$ cat src/rtl/cbs_pkg.sv
// Constants, register map and field layout for the CAN buffer status and control block
// What this block does
// - Extended-id mask bit 1 includes that id bit in compare, 0 ignores it
// - Storing a message into buffers 0-15 sets its full flag, low register
// - Buffers 16-31 full flags sit in bits 0-15 of the high register
// - Full and overflow flags clear on written zero; written one leaves them alone
// - Storing into a buffer already full sets its overflow flag
// - Buffers 16-31 overflow flags sit in high register, bit 0 is buffer 16
// - Each pair control register: low byte even buffer, high byte odd buffer
// - Direction bit 1 makes a transmit buffer, 0 a receive buffer
// - Read-only aborted bit is 1 after abort, 0 after successful send
// - Read-only arbitration-lost bit sets when the message lost arbitration
// - Read-only transmit-error bit sets on bus error during sending
// - Setting send request clears aborted, arbitration-lost and error bits
// - Writing one queues the message; hardware clears request after success
// - Clearing a set send request aborts that message
// - Auto-remote enabled plus matching remote frame sets send request
// - Two-bit priority: 11 highest down to 00 lowest
// - Message contents live in DMA RAM, not in these registers
// - A store records the 5-bit matching filter number in the buffer
package cbs_pkg;
  localparam int ADDR_W = 4;
  localparam int DATA_W = 16;
  localparam int NUM_MASK = 3;
  localparam int NUM_RXBUF = 32;
  localparam int NUM_TXBUF = 8;
  // Register offsets, one word each on the plain register port
  localparam logic [3:0] OFF_MASK_EID0 = 4'h0;
  localparam logic [3:0] OFF_MASK_EID1 = 4'h1;
  localparam logic [3:0] OFF_MASK_EID2 = 4'h2;
  localparam logic [3:0] OFF_FULL_LO = 4'h3;
  localparam logic [3:0] OFF_FULL_HI = 4'h4;
  localparam logic [3:0] OFF_OVF_LO = 4'h5;
  localparam logic [3:0] OFF_OVF_HI = 4'h6;
  localparam logic [3:0] OFF_PAIR_CTL0 = 4'h7;
  localparam logic [3:0] OFF_INT_STATUS = 4'hb;
  localparam logic [3:0] OFF_INT_MASK = 4'hc;
  // Fields of one control byte
  localparam int BIT_DIR = 7;
  localparam int BIT_ABT = 6;
  localparam int BIT_LARB = 5;
  localparam int BIT_ERR = 4;
  localparam int BIT_REQ = 3;
  localparam int BIT_AUTO_REMOTE_ANSWER_EN = 2;
  localparam int BIT_PRI = 0;
  localparam int ODD_SHIFT = 8;
  // Interrupt status bits
  localparam int INT_W = 6;
  localparam int IRQ_RX_STORE = 0;
  localparam int IRQ_RX_OVF = 1;
  localparam int IRQ_TX_DONE = 2;
  localparam int IRQ_TX_ABT = 3;
  localparam int IRQ_TX_LARB = 4;
  localparam int IRQ_TX_ERR = 5;
  // Reset values
  localparam logic [15:0] RST_MASK_EID = 16'h0000;
  localparam logic [15:0] RST_FLAGS = 16'h0000;
  localparam logic [7:0] RST_CTL_BYTE = 8'h00;
  localparam logic [5:0] RST_INT = 6'h00;
endpackage

$ cat src/rtl/cbs_top.sv
// Buffer bookkeeping of the CAN controller: masks, full/overflow flags, buffer control
`timescale 1ns/10ps
module cbs_top #(
  parameter int NRX = cbs_pkg::NUM_RXBUF,
  parameter int NTX = cbs_pkg::NUM_TXBUF
) (
  input wire logic clk_sys,
  input wire logic resetn,
  input wire logic [3:0] reg_addr,
  input wire logic [15:0] reg_wdata,
  input wire logic reg_wr,
  input wire logic reg_rd,
  output logic [15:0] reg_rdata,
  output logic irq,
  input wire logic [15:0] cmp_msg_eid,
  input wire logic [15:0] cmp_flt_eid,
  input wire logic [1:0] cmp_mask_sel,
  output logic cmp_eid_match,
  input wire logic rx_store,
  input wire logic [4:0] rx_buf_idx,
  input wire logic [4:0] rx_filter_hit,
  input wire logic rx_remote,
  input wire logic [2:0] rx_remote_buf,
  output logic mb_wr_en,
  output logic [4:0] mb_wr_buf,
  output logic [4:0] mb_wr_hitcode,
  input wire logic [2:0] tx_evt_buf,
  input wire logic tx_ok,
  input wire logic tx_lost,
  input wire logic tx_err,
  input wire logic tx_abort_done,
  output logic tx_req_valid,
  output logic [2:0] tx_req_buf,
  output logic [1:0] tx_req_pri,
  output logic [7:0] tx_abort_pend
);
  logic [15:0] mask_eid_r [cbs_pkg::NUM_MASK];
  logic [NRX-1:0] full_r;
  logic [NRX-1:0] ovf_r;
  logic [NTX-1:0] dir_r;
  logic [NTX-1:0] abt_r;
  logic [NTX-1:0] larb_r;
  logic [NTX-1:0] err_r;
  logic [NTX-1:0] req_r;
  logic [NTX-1:0] auto_remote_answer_en_r;
  logic [2*NTX-1:0] pri_r;
  logic [NTX-1:0] abort_pend_r;
  logic [5:0] int_stat_r;
  logic [5:0] int_mask_r;
  logic [5:0] int_evt;
  logic [15:0] rd_nxt;
  logic [NRX-1:0] full_nxt;
  logic [NRX-1:0] ovf_nxt;
  logic pick_valid;
  logic [2:0] pick_idx;
  logic [1:0] pick_pri;
  logic [NTX-1:0] sw_req_set;
  logic [NTX-1:0] sw_req_clr;
  logic [NTX-1:0] remote_set;
  logic [NTX-1:0] req_set;

  // Register word that holds control byte of buffer b
  function automatic logic ctl_hit(input logic [3:0] a, input int b);
    ctl_hit = (a == 4'(cbs_pkg::OFF_PAIR_CTL0 + 4'(b / 2)));
  endfunction

  // Control byte of buffer b as software sees it
  function automatic logic [7:0] ctl_byte(input int b);
    ctl_byte = {dir_r[b], abt_r[b], larb_r[b], err_r[b], req_r[b], auto_remote_answer_en_r[b], pri_r[2*b +: 2]};
  endfunction

  // Acceptance masks
  always_ff @(posedge clk_sys or negedge resetn)
  begin
    if (!resetn)
    begin
      for (int i = 0; i < cbs_pkg::NUM_MASK; i++)
        mask_eid_r[i] <= cbs_pkg::RST_MASK_EID;
    end
    else if (reg_wr && reg_addr <= cbs_pkg::OFF_MASK_EID2)
    begin
      mask_eid_r[reg_addr[1:0]] <= reg_wdata;
    end
  end

  // Reserved mask select 11 matches nothing, so a stray setting never accepts
  always_ff @(posedge clk_sys or negedge resetn)
  begin
    if (!resetn)
      cmp_eid_match <= 1'b0;
    else if (cmp_mask_sel == 2'h3)
      cmp_eid_match <= 1'b0;
    else
      cmp_eid_match <= ~|((cmp_msg_eid ^ cmp_flt_eid) & mask_eid_r[cmp_mask_sel]);
  end

  // Full and overflow flags; a store in the clearing cycle survives
  always_comb
  begin
    full_nxt = full_r;
    ovf_nxt = ovf_r;
    if (reg_wr && reg_addr == cbs_pkg::OFF_FULL_LO)
      full_nxt[15:0] = full_r[15:0] & reg_wdata;
    if (reg_wr && reg_addr == cbs_pkg::OFF_FULL_HI)
      full_nxt[31:16] = full_r[31:16] & reg_wdata;
    if (reg_wr && reg_addr == cbs_pkg::OFF_OVF_LO)
      ovf_nxt[15:0] = ovf_r[15:0] & reg_wdata;
    if (reg_wr && reg_addr == cbs_pkg::OFF_OVF_HI)
      ovf_nxt[31:16] = ovf_r[31:16] & reg_wdata;
    if (rx_store)
    begin
      full_nxt[rx_buf_idx] = 1'b1;
      if (full_r[rx_buf_idx])
        ovf_nxt[rx_buf_idx] = 1'b1;
    end
  end

  always_ff @(posedge clk_sys or negedge resetn)
  begin
    if (!resetn)
    begin
      full_r <= {NRX{1'b0}};
      ovf_r <= {NRX{1'b0}};
    end
    else
    begin
      full_r <= full_nxt;
      ovf_r <= ovf_nxt;
    end
  end

  // Filter hit code goes to the buffer in DMA RAM, not to a register here
  always_ff @(posedge clk_sys or negedge resetn)
  begin
    if (!resetn)
    begin
      mb_wr_en <= 1'b0;
      mb_wr_buf <= 5'h00;
      mb_wr_hitcode <= 5'h00;
    end
    else
    begin
      mb_wr_en <= rx_store;
      mb_wr_buf <= rx_buf_idx;
      mb_wr_hitcode <= rx_filter_hit;
    end
  end

  // Send request sources per buffer
  generate
    for (genvar b = 0; b < NTX; b++)
    begin : g_req
      localparam int SH = (b % 2) * cbs_pkg::ODD_SHIFT;
      assign sw_req_set[b] = reg_wr && ctl_hit(reg_addr, b) &&
        reg_wdata[SH + cbs_pkg::BIT_REQ] && !req_r[b];
      assign sw_req_clr[b] = reg_wr && ctl_hit(reg_addr, b) &&
        !reg_wdata[SH + cbs_pkg::BIT_REQ] && req_r[b];
      assign remote_set[b] = rx_remote && rx_remote_buf == 3'(b) && auto_remote_answer_en_r[b] &&
        !req_r[b];
      assign req_set[b] = sw_req_set[b] | remote_set[b];
    end
  endgenerate

  // Writable control fields
  always_ff @(posedge clk_sys or negedge resetn)
  begin
    if (!resetn)
    begin
      dir_r <= {NTX{1'b0}};
      auto_remote_answer_en_r <= {NTX{1'b0}};
      pri_r <= {2*NTX{1'b0}};
    end
    else
    begin
      for (int b = 0; b < NTX; b++)
      begin
        if (reg_wr && ctl_hit(reg_addr, b))
        begin
          dir_r[b] <= reg_wdata[(b % 2) * cbs_pkg::ODD_SHIFT + cbs_pkg::BIT_DIR];
          auto_remote_answer_en_r[b] <= reg_wdata[(b % 2) * cbs_pkg::ODD_SHIFT + cbs_pkg::BIT_AUTO_REMOTE_ANSWER_EN];
          pri_r[2*b +: 2] <= reg_wdata[(b % 2) * cbs_pkg::ODD_SHIFT + cbs_pkg::BIT_PRI +: 2];
        end
      end
    end
  end

  // Request bit and abort handshake; a new request outranks a same-cycle completion
  always_ff @(posedge clk_sys or negedge resetn)
  begin
    if (!resetn)
    begin
      req_r <= {NTX{1'b0}};
      abort_pend_r <= {NTX{1'b0}};
    end
    else
    begin
      for (int b = 0; b < NTX; b++)
      begin
        if (req_set[b])
          req_r[b] <= 1'b1;
        else if (sw_req_clr[b] || (tx_ok && tx_evt_buf == 3'(b)))
          req_r[b] <= 1'b0;
        if (sw_req_clr[b])
          abort_pend_r[b] <= 1'b1;
        else if ((tx_abort_done || tx_ok) && tx_evt_buf == 3'(b))
          abort_pend_r[b] <= 1'b0;
      end
    end
  end

  // Read-only transmit status; cleared when a request is raised
  always_ff @(posedge clk_sys or negedge resetn)
  begin
    if (!resetn)
    begin
      abt_r <= {NTX{1'b0}};
      larb_r <= {NTX{1'b0}};
      err_r <= {NTX{1'b0}};
    end
    else
    begin
      for (int b = 0; b < NTX; b++)
      begin
        if (req_set[b])
        begin
          abt_r[b] <= 1'b0;
          larb_r[b] <= 1'b0;
          err_r[b] <= 1'b0;
        end
        else if (tx_evt_buf == 3'(b))
        begin
          if (tx_abort_done)
            abt_r[b] <= 1'b1;
          else if (tx_ok)
            abt_r[b] <= 1'b0;
          if (tx_lost)
            larb_r[b] <= 1'b1;
          if (tx_err)
            err_r[b] <= 1'b1;
        end
      end
    end
  end

  // Only transmit-direction buffers with a request and no abort pending compete
  cbs_tx_pick #(
    .NBUF(NTX)
  ) u_pick (
    .pend(req_r & dir_r & ~abort_pend_r),
    .pri(pri_r),
    .pick_valid(pick_valid),
    .pick_idx(pick_idx),
    .pick_pri(pick_pri)
  );
  always_ff @(posedge clk_sys or negedge resetn)
  begin
    if (!resetn)
    begin
      tx_req_valid <= 1'b0;
      tx_req_buf <= 3'h0;
      tx_req_pri <= 2'h0;
      tx_abort_pend <= 8'h00;
    end
    else
    begin
      tx_req_valid <= pick_valid;
      tx_req_buf <= pick_idx;
      tx_req_pri <= pick_pri;
      tx_abort_pend <= abort_pend_r;
    end
  end

  // Interrupt status, write one to clear, event wins over clear
  assign int_evt = {tx_err, tx_lost, tx_abort_done, tx_ok, rx_store & full_r[rx_buf_idx],
    rx_store};
  always_ff @(posedge clk_sys or negedge resetn)
  begin
    if (!resetn)
    begin
      int_stat_r <= cbs_pkg::RST_INT;
      int_mask_r <= cbs_pkg::RST_INT;
      irq <= 1'b0;
    end
    else
    begin
      if (reg_wr && reg_addr == cbs_pkg::OFF_INT_STATUS)
        int_stat_r <= (int_stat_r & ~reg_wdata[5:0]) | int_evt;
      else
        int_stat_r <= int_stat_r | int_evt;
      if (reg_wr && reg_addr == cbs_pkg::OFF_INT_MASK)
        int_mask_r <= reg_wdata[5:0];
      irq <= |(int_stat_r & int_mask_r);
    end
  end

  // Read mux; data stands only in the cycle after the strobe
  always_comb
  begin
    rd_nxt = 16'h0000;
    case (reg_addr)
      cbs_pkg::OFF_MASK_EID0: rd_nxt = mask_eid_r[0];
      cbs_pkg::OFF_MASK_EID1: rd_nxt = mask_eid_r[1];
      cbs_pkg::OFF_MASK_EID2: rd_nxt = mask_eid_r[2];
      cbs_pkg::OFF_FULL_LO: rd_nxt = full_r[15:0];
      cbs_pkg::OFF_FULL_HI: rd_nxt = full_r[31:16];
      cbs_pkg::OFF_OVF_LO: rd_nxt = ovf_r[15:0];
      cbs_pkg::OFF_OVF_HI: rd_nxt = ovf_r[31:16];
      cbs_pkg::OFF_INT_STATUS: rd_nxt = {10'h000, int_stat_r};
      cbs_pkg::OFF_INT_MASK: rd_nxt = {10'h000, int_mask_r};
      default:
      begin
        for (int p = 0; p < NTX / 2; p++)
        begin
          if (ctl_hit(reg_addr, 2 * p))
            rd_nxt = {ctl_byte(2 * p + 1), ctl_byte(2 * p)};
        end
      end
    endcase
  end

  always_ff @(posedge clk_sys or negedge resetn)
  begin
    if (!resetn)
      reg_rdata <= 16'h0000;
    else if (reg_rd)
      reg_rdata <= rd_nxt;
    else
      reg_rdata <= 16'h0000;
  end

  a_full_set: assert property (@(posedge clk_sys) disable iff (!resetn)
    rx_store |=> full_r[$past(rx_buf_idx)])
    else $error("full flag not set after store");
  a_ovf_set: assert property (@(posedge clk_sys) disable iff (!resetn)
    (rx_store && full_r[rx_buf_idx]) |=> ovf_r[$past(rx_buf_idx)])
    else $error("overflow flag not set on store to full buffer");
  a_ovf_only_full: assert property (@(posedge clk_sys) disable iff (!resetn)
    $rose(ovf_r[16]) |-> $past(rx_store && rx_buf_idx == 5'h10 && full_r[16]))
    else $error("overflow of buffer 16 without store to a full buffer");
  a_full_w1_keep: assert property (@(posedge clk_sys) disable iff (!resetn)
    (reg_wr && reg_addr == cbs_pkg::OFF_FULL_LO && reg_wdata[0] && full_r[0]) |=> full_r[0])
    else $error("writing one changed a full flag");
  a_full_clr: assert property (@(posedge clk_sys) disable iff (!resetn)
    (reg_wr && reg_addr == cbs_pkg::OFF_FULL_HI && !reg_wdata[0] && !rx_store)
    |=> !full_r[16])
    else $error("written zero did not clear full flag of buffer 16");
  a_req_clears_st: assert property (@(posedge clk_sys) disable iff (!resetn)
    $rose(req_r[4]) |-> !abt_r[4] && !larb_r[4] && !err_r[4])
    else $error("status bits survived a new send request");
  a_ok_clears_req: assert property (@(posedge clk_sys) disable iff (!resetn)
    (tx_ok && tx_evt_buf == 3'h1 && !req_set[1]) |=> !req_r[1])
    else $error("send request not cleared after success");
  a_abort_flow: assert property (@(posedge clk_sys) disable iff (!resetn)
    sw_req_clr[4] |=> !req_r[4] && abort_pend_r[4] ##1 tx_abort_pend[4])
    else $error("abort request not raised after clearing send request");
  a_remote_req: assert property (@(posedge clk_sys) disable iff (!resetn)
    (rx_remote && rx_remote_buf == 3'h6 && !auto_remote_answer_en_r[6] && !req_r[6] && !sw_req_set[6])
    |=> !req_r[6])
    else $error("remote frame set request with auto answer off");
  a_pick_pri: assert property (@(posedge clk_sys) disable iff (!resetn)
    (tx_req_valid && req_r[tx_req_buf] && dir_r[7] && req_r[7] && !abort_pend_r[7] &&
    $stable(pri_r) && $stable(req_r) && $stable(dir_r) && $stable(abort_pend_r))
    |-> tx_req_pri >= pri_r[15:14])
    else $error("lower priority buffer offered ahead of buffer 7");
  a_hit_code: assert property (@(posedge clk_sys) disable iff (!resetn)
    rx_store |=> mb_wr_en && mb_wr_hitcode == $past(rx_filter_hit))
    else $error("filter hit code not forwarded with store");
  a_rd_one_cycle: assert property (@(posedge clk_sys) disable iff (!resetn)
    !reg_rd |=> reg_rdata == 16'h0000)
    else $error("read data stood outside its cycle");
endmodule

$ cat src/rtl/cbs_tx_pick.sv
// Transmit arbiter choosing the next pending buffer by priority
`timescale 1ns/10ps
module cbs_tx_pick #(
  parameter int NBUF = 8
) (
  input wire logic [NBUF-1:0] pend,
  input wire logic [2*NBUF-1:0] pri,
  output logic pick_valid,
  output logic [$clog2(NBUF)-1:0] pick_idx,
  output logic [1:0] pick_pri
);
  // Ascending scan with >= lets a later (higher) buffer win a tie
  always_comb
  begin
    pick_valid = 1'b0;
    pick_idx = '0;
    pick_pri = 2'h0;
    for (int i = 0; i < NBUF; i++)
    begin
      if (pend[i] && (!pick_valid || pri[2*i +: 2] >= pick_pri))
      begin
        pick_valid = 1'b1;
        pick_idx = i[$clog2(NBUF)-1:0];
        pick_pri = pri[2*i +: 2];
      end
    end
  end
endmodule

$ cat config.mk
export PLATFORM = sky130hd
export DESIGN_NAME = cbs_top
export DESIGN_NICKNAME = d
export VERILOG_FILES = /design/src/rtl/cbs_pkg.sv /design/src/rtl/cbs_top.sv /design/src/rtl/cbs_tx_pick.sv
export SDC_FILE = /design/constraint.sdc
export NUM_CORES = 1
export LEC_CHECK = 0
export BUFFER_PORTS_ARGS = -buffer_cell sky130_fd_sc_hd__buf_2
export CORE_ASPECT_RATIO = 0.7
export CORE_UTILIZATION = 45
export CTS_CLUSTER_SIZE = 28
export DETAILED_ROUTE_END_ITERATION = 7
export PLACE_DENSITY = 0.72
export SYNTH_ARGS = -nofsm -noshare
export SYNTH_HDL_FRONTEND = slang
export SYNTH_SLANG_ARGS = --single-unit
$ cat constraint.sdc
create_clock -name clk_sys -period 20.5 [get_ports clk_sys]
set_clock_uncertainty 0.1 [all_clocks]
set_input_delay 2.05 -clock clk_sys [delete_from_list [all_inputs] [get_ports clk_sys]]
set_output_delay 2.05 -clock clk_sys [all_outputs]
set_load 0.05 [all_outputs]
==> impl_metrics.tcl <==
set metrics [dict create \
    arrival_ns 9.98 \
    cts.path.max_buffers 3 \
    cts_hold_buf 0 \
    nFillCells 2129 \
    drtIter0Drc 1499 \
    fmax_ghz 0.103 \
    hold_viol 0 \
    die_h_um 135 \
    tns_ns 0 \
    crit_type "flop to flop" \
    hp-class "flop to flop" \
    routed_wl_mm 38.9 \
    cts_tree "done" \
    synth_ff_type "dfrtp_1" \
    cts_buffers 24 \
    remaining_drc_errors 0 \
    rsz0062_at_grt "no" \
    cp_slowest_cell "dfrtp_1" \
    slowest_delay_ns 0.45 \
    synthToLayoutAreaGrowth_pct 15.6 \
    clkLatencyLatePin_ns 0.52 \
    hold_depth 0 \
    dp_hpwl_mm 27.0 \
    grt_antenna_before_repair 3 \
    synth.distinct_cells 57 \
    cpMostUsedCell "a21oi_1" \
    synth-seq-cells 239 \
    dieArea_um2 25900 \
    path_depth 41 \
    path_clk_slew_ns 0.07 \
    initial_core_util 0.460 \
    cts.repair.resized 0 \
    fin_crit_ns 9.68 \
    timing.final.crit_share 0.472 \
    core_um2 24700 \
    drive_gt1_frac 0.251 \
    end_kind "flop" \
    fp-row-count 48 \
    ant_nets 0 \
    synth_edf_count 0 \
    final_nets 1230 \
    ff_latch_area_um2 5980 \
    cp_max_fo 8 \
    ioPinCount 123 \
    die_w_um 192 \
    grt_overflow 0 \
    relSlewSlack 0.190 \
    drt-pass1-iter-count 7 \
    dpl_cell_area_um2 12300 \
    route.vias.total 9805 \
    r2r_slack_ns 10.82 \
    grt_pass1_vias 9433 \
    post-cts-setup-buffers 0 \
    postSynth.asyncResetShare 1.00 \
    ys_warn_count 0 \
    vias_per_cell 6.63 \
    grt_usage 0.305 \
    gp_congestion 0.986 \
    critPathLaunchType "flop" \
    power_density_nw_per_um2 111 \
    peakVddDrop_v 0.0000710 \
    yosysSeqAreaShare 0.527 \
    status "completed" \
    cts.htree.levels 1 \
    finalSetupViolCount 0 \
    fin_area_um2 13100 \
    synthCells 1033 \
    power.total_mw 1.45 \
    drv_cap 0 \
    synth_area_um2 11400 \
    crit_required_ns 20.80 \
    grt_pass1_wl_mm 58.6 \
    worst_pin_slew_ns 1.21 \
    root_buffer "clkbuf_16" \
    wl_per_cell_um 26.3 \
    multi_input_area_um2 5090 \
    crit_buf_inv 1 \
    synth.avg_cell_area_um2 11.0 \
    synth_nets 1127 \
    port_buffers 122 \
    finalCoreUtilization 0.532 \
    finalMaxSlewViolations 0 \
    grt_max_degree 111 \
    rr_worst_depth 41 \
    cp_top_family "compound AO/OA/AOI/OAI gates" \
    cts.sinks 239 \
    leakagePower_nw 5.73 \
]
==> metal layers <==
layer | up-vias | GRT usage | wire length, um
met5 | - | 0 | 0
met4 | 0 | 0.112 | 1510
met3 | 134 | 0.0738 | 4760
met2 | 737 | 0.429 | 16300
met1 | 4840 | 0.453 | 16400
li1 | 4094 | - | -
==> cells by family after synthesis <==
logic type,share of synthesized area
buf+inv,0.0285
mux,0.116
compound gates,0.199
flops,0.527
xor+xnor,0.0123
fa+ha+maj,0.0154
simple gates,0.102
==> metrics by stage <==
stage	hold WS [ns]	worst slack (ns)	cells
2_1_floorplan	0.266	11.94	1033
3_3_place_gp	0.280	11.17	1435
3_5_place_dp	0.284	11.01	1435
4_1_cts	0.297	10.99	1478
5_1_grt	0.329	10.28	1478
6_report	0.296	10.82	1479
==> state kept, by name, indices dropped and copies added, names as in the netlist, 2 cells and up <==
register / cells
mask_eid_r: 48
full_r: 32
ovf_r: 32
pri_r: 16
reg_rdata: 16
abort_pend_r: 8
abt_r: 8
auto_remote_answer_en_r: 8
dir_r: 8
err_r: 8
larb_r: 8
req_r: 8
tx_abort_pend: 8
int_mask_r: 6
int_stat_r: 6
mb_wr_buf: 5
mb_wr_hitcode: 5
tx_req_buf: 3
tx_req_pri: 2
==> area by class of cell <==
| type | instances | area share |
|---|---|---|
| antenna | 1 | 0.000191 |
| clock buffer | 35 | 0.0528 |
| clock inverter | 8 | 0.0110 |
| tap | 325 | 0.0310 |
| sequential | 239 | 0.456 |
| multi-input combinational | 712 | 0.388 |
| timing repair buffer | 135 | 0.0547 |
| inverter | 24 | 0.00686 |
==> cells in the mapped netlist, types with 2 or more instances <==
master    count  share of area
a21o_1        7         0.0046
a21oi_1      51          0.022
a221oi_1     25          0.019
a222oi_1     17          0.015
a22o_1       20          0.015
a22oi_1      42          0.028
a31o_2        8         0.0062
a31oi_1      15         0.0083
a32o_1        8         0.0071
and2_1        2         0.0011
and3_1        7         0.0039
and3b_1       5         0.0039
and4_1        2         0.0015
buf_1         5         0.0017
buf_2         7         0.0031
clkbuf_1     45          0.015
dfrtp_1     239           0.53
ha_1         14          0.015
inv_1        23         0.0076
mux2_2       84          0.083
mux2i_1      19          0.017
mux4_2        8          0.016
nand2_1      63          0.021
nand2b_1     15         0.0083
nand2b_2      4         0.0031
nand3_1      22         0.0097
nand3b_1     15         0.0099
nand4_1       6         0.0033
nand4b_1      3         0.0023
nor2_1       52          0.017
nor2b_1       5         0.0028
nor3_1        7         0.0031
nor3_2        2         0.0018
nor3b_1       4         0.0026
o21ai_0     125          0.055
o21ai_1       9         0.0040
o22ai_1      11         0.0061
or2_2         3         0.0017
or3b_2        2         0.0015
xnor2_1      12         0.0093
xor2_1        4         0.0031
==> layout by cell type, fill, tap and decap left out, types with 9 or more instances in the layout <==
cell type	instances
nor2_1	52
a221oi_1	25
a31oi_1	15
mux2_2	84
inv_1	23
nand2b_1	15
nand3b_1	15
a22o_1	20
a22oi_1	42
buf_4	13
nand3_1	22
a222oi_1	17
a21oi_1	51
o22ai_1	11
o21ai_0	125
o21ai_1	9
clkbuf_16	25
buf_2	121
nand2_1	63
ha_1	14
dfrtp_1	239
mux2i_1	19
xnor2_1	12
==> path summary, 6_finish.rpt <==
check | end | from
max | tx_req_buf[2] | req_r[0]
min | tx_abort_pend[2] | abort_pend_r[2]
max reg2reg | tx_req_buf[2] | req_r[0]
min reg2reg | tx_abort_pend[2] | abort_pend_r[2]
max in group asynchronous | mb_wr_hitcode[1] | resetn
min in group asynchronous | mb_wr_hitcode[2] | resetn
==> worst register-to-register path: cells and delay by family, from the launching register on <==
family / cells / cell delay (ns)
flops: 1 / 0.45
mux: 2 / 0.78
simple gates: 15 / 2.27
compound gates: 16 / 3.99
buf+inv: 1 / 0.09
fa+ha+maj: 7 / 1.87
==> report_power, final <==
group	internal, mW	total (mW)	leakage, nW	switching (mW)
Clock	0.285	0.473	0.411	0.188
Combinational	0.128	0.318	2.36	0.190
Sequential	0.571	0.660	2.96	0.0896
Total	0.984	1.45	5.73	0.468
No activity file was read; power rests on OpenSTA's default activity.
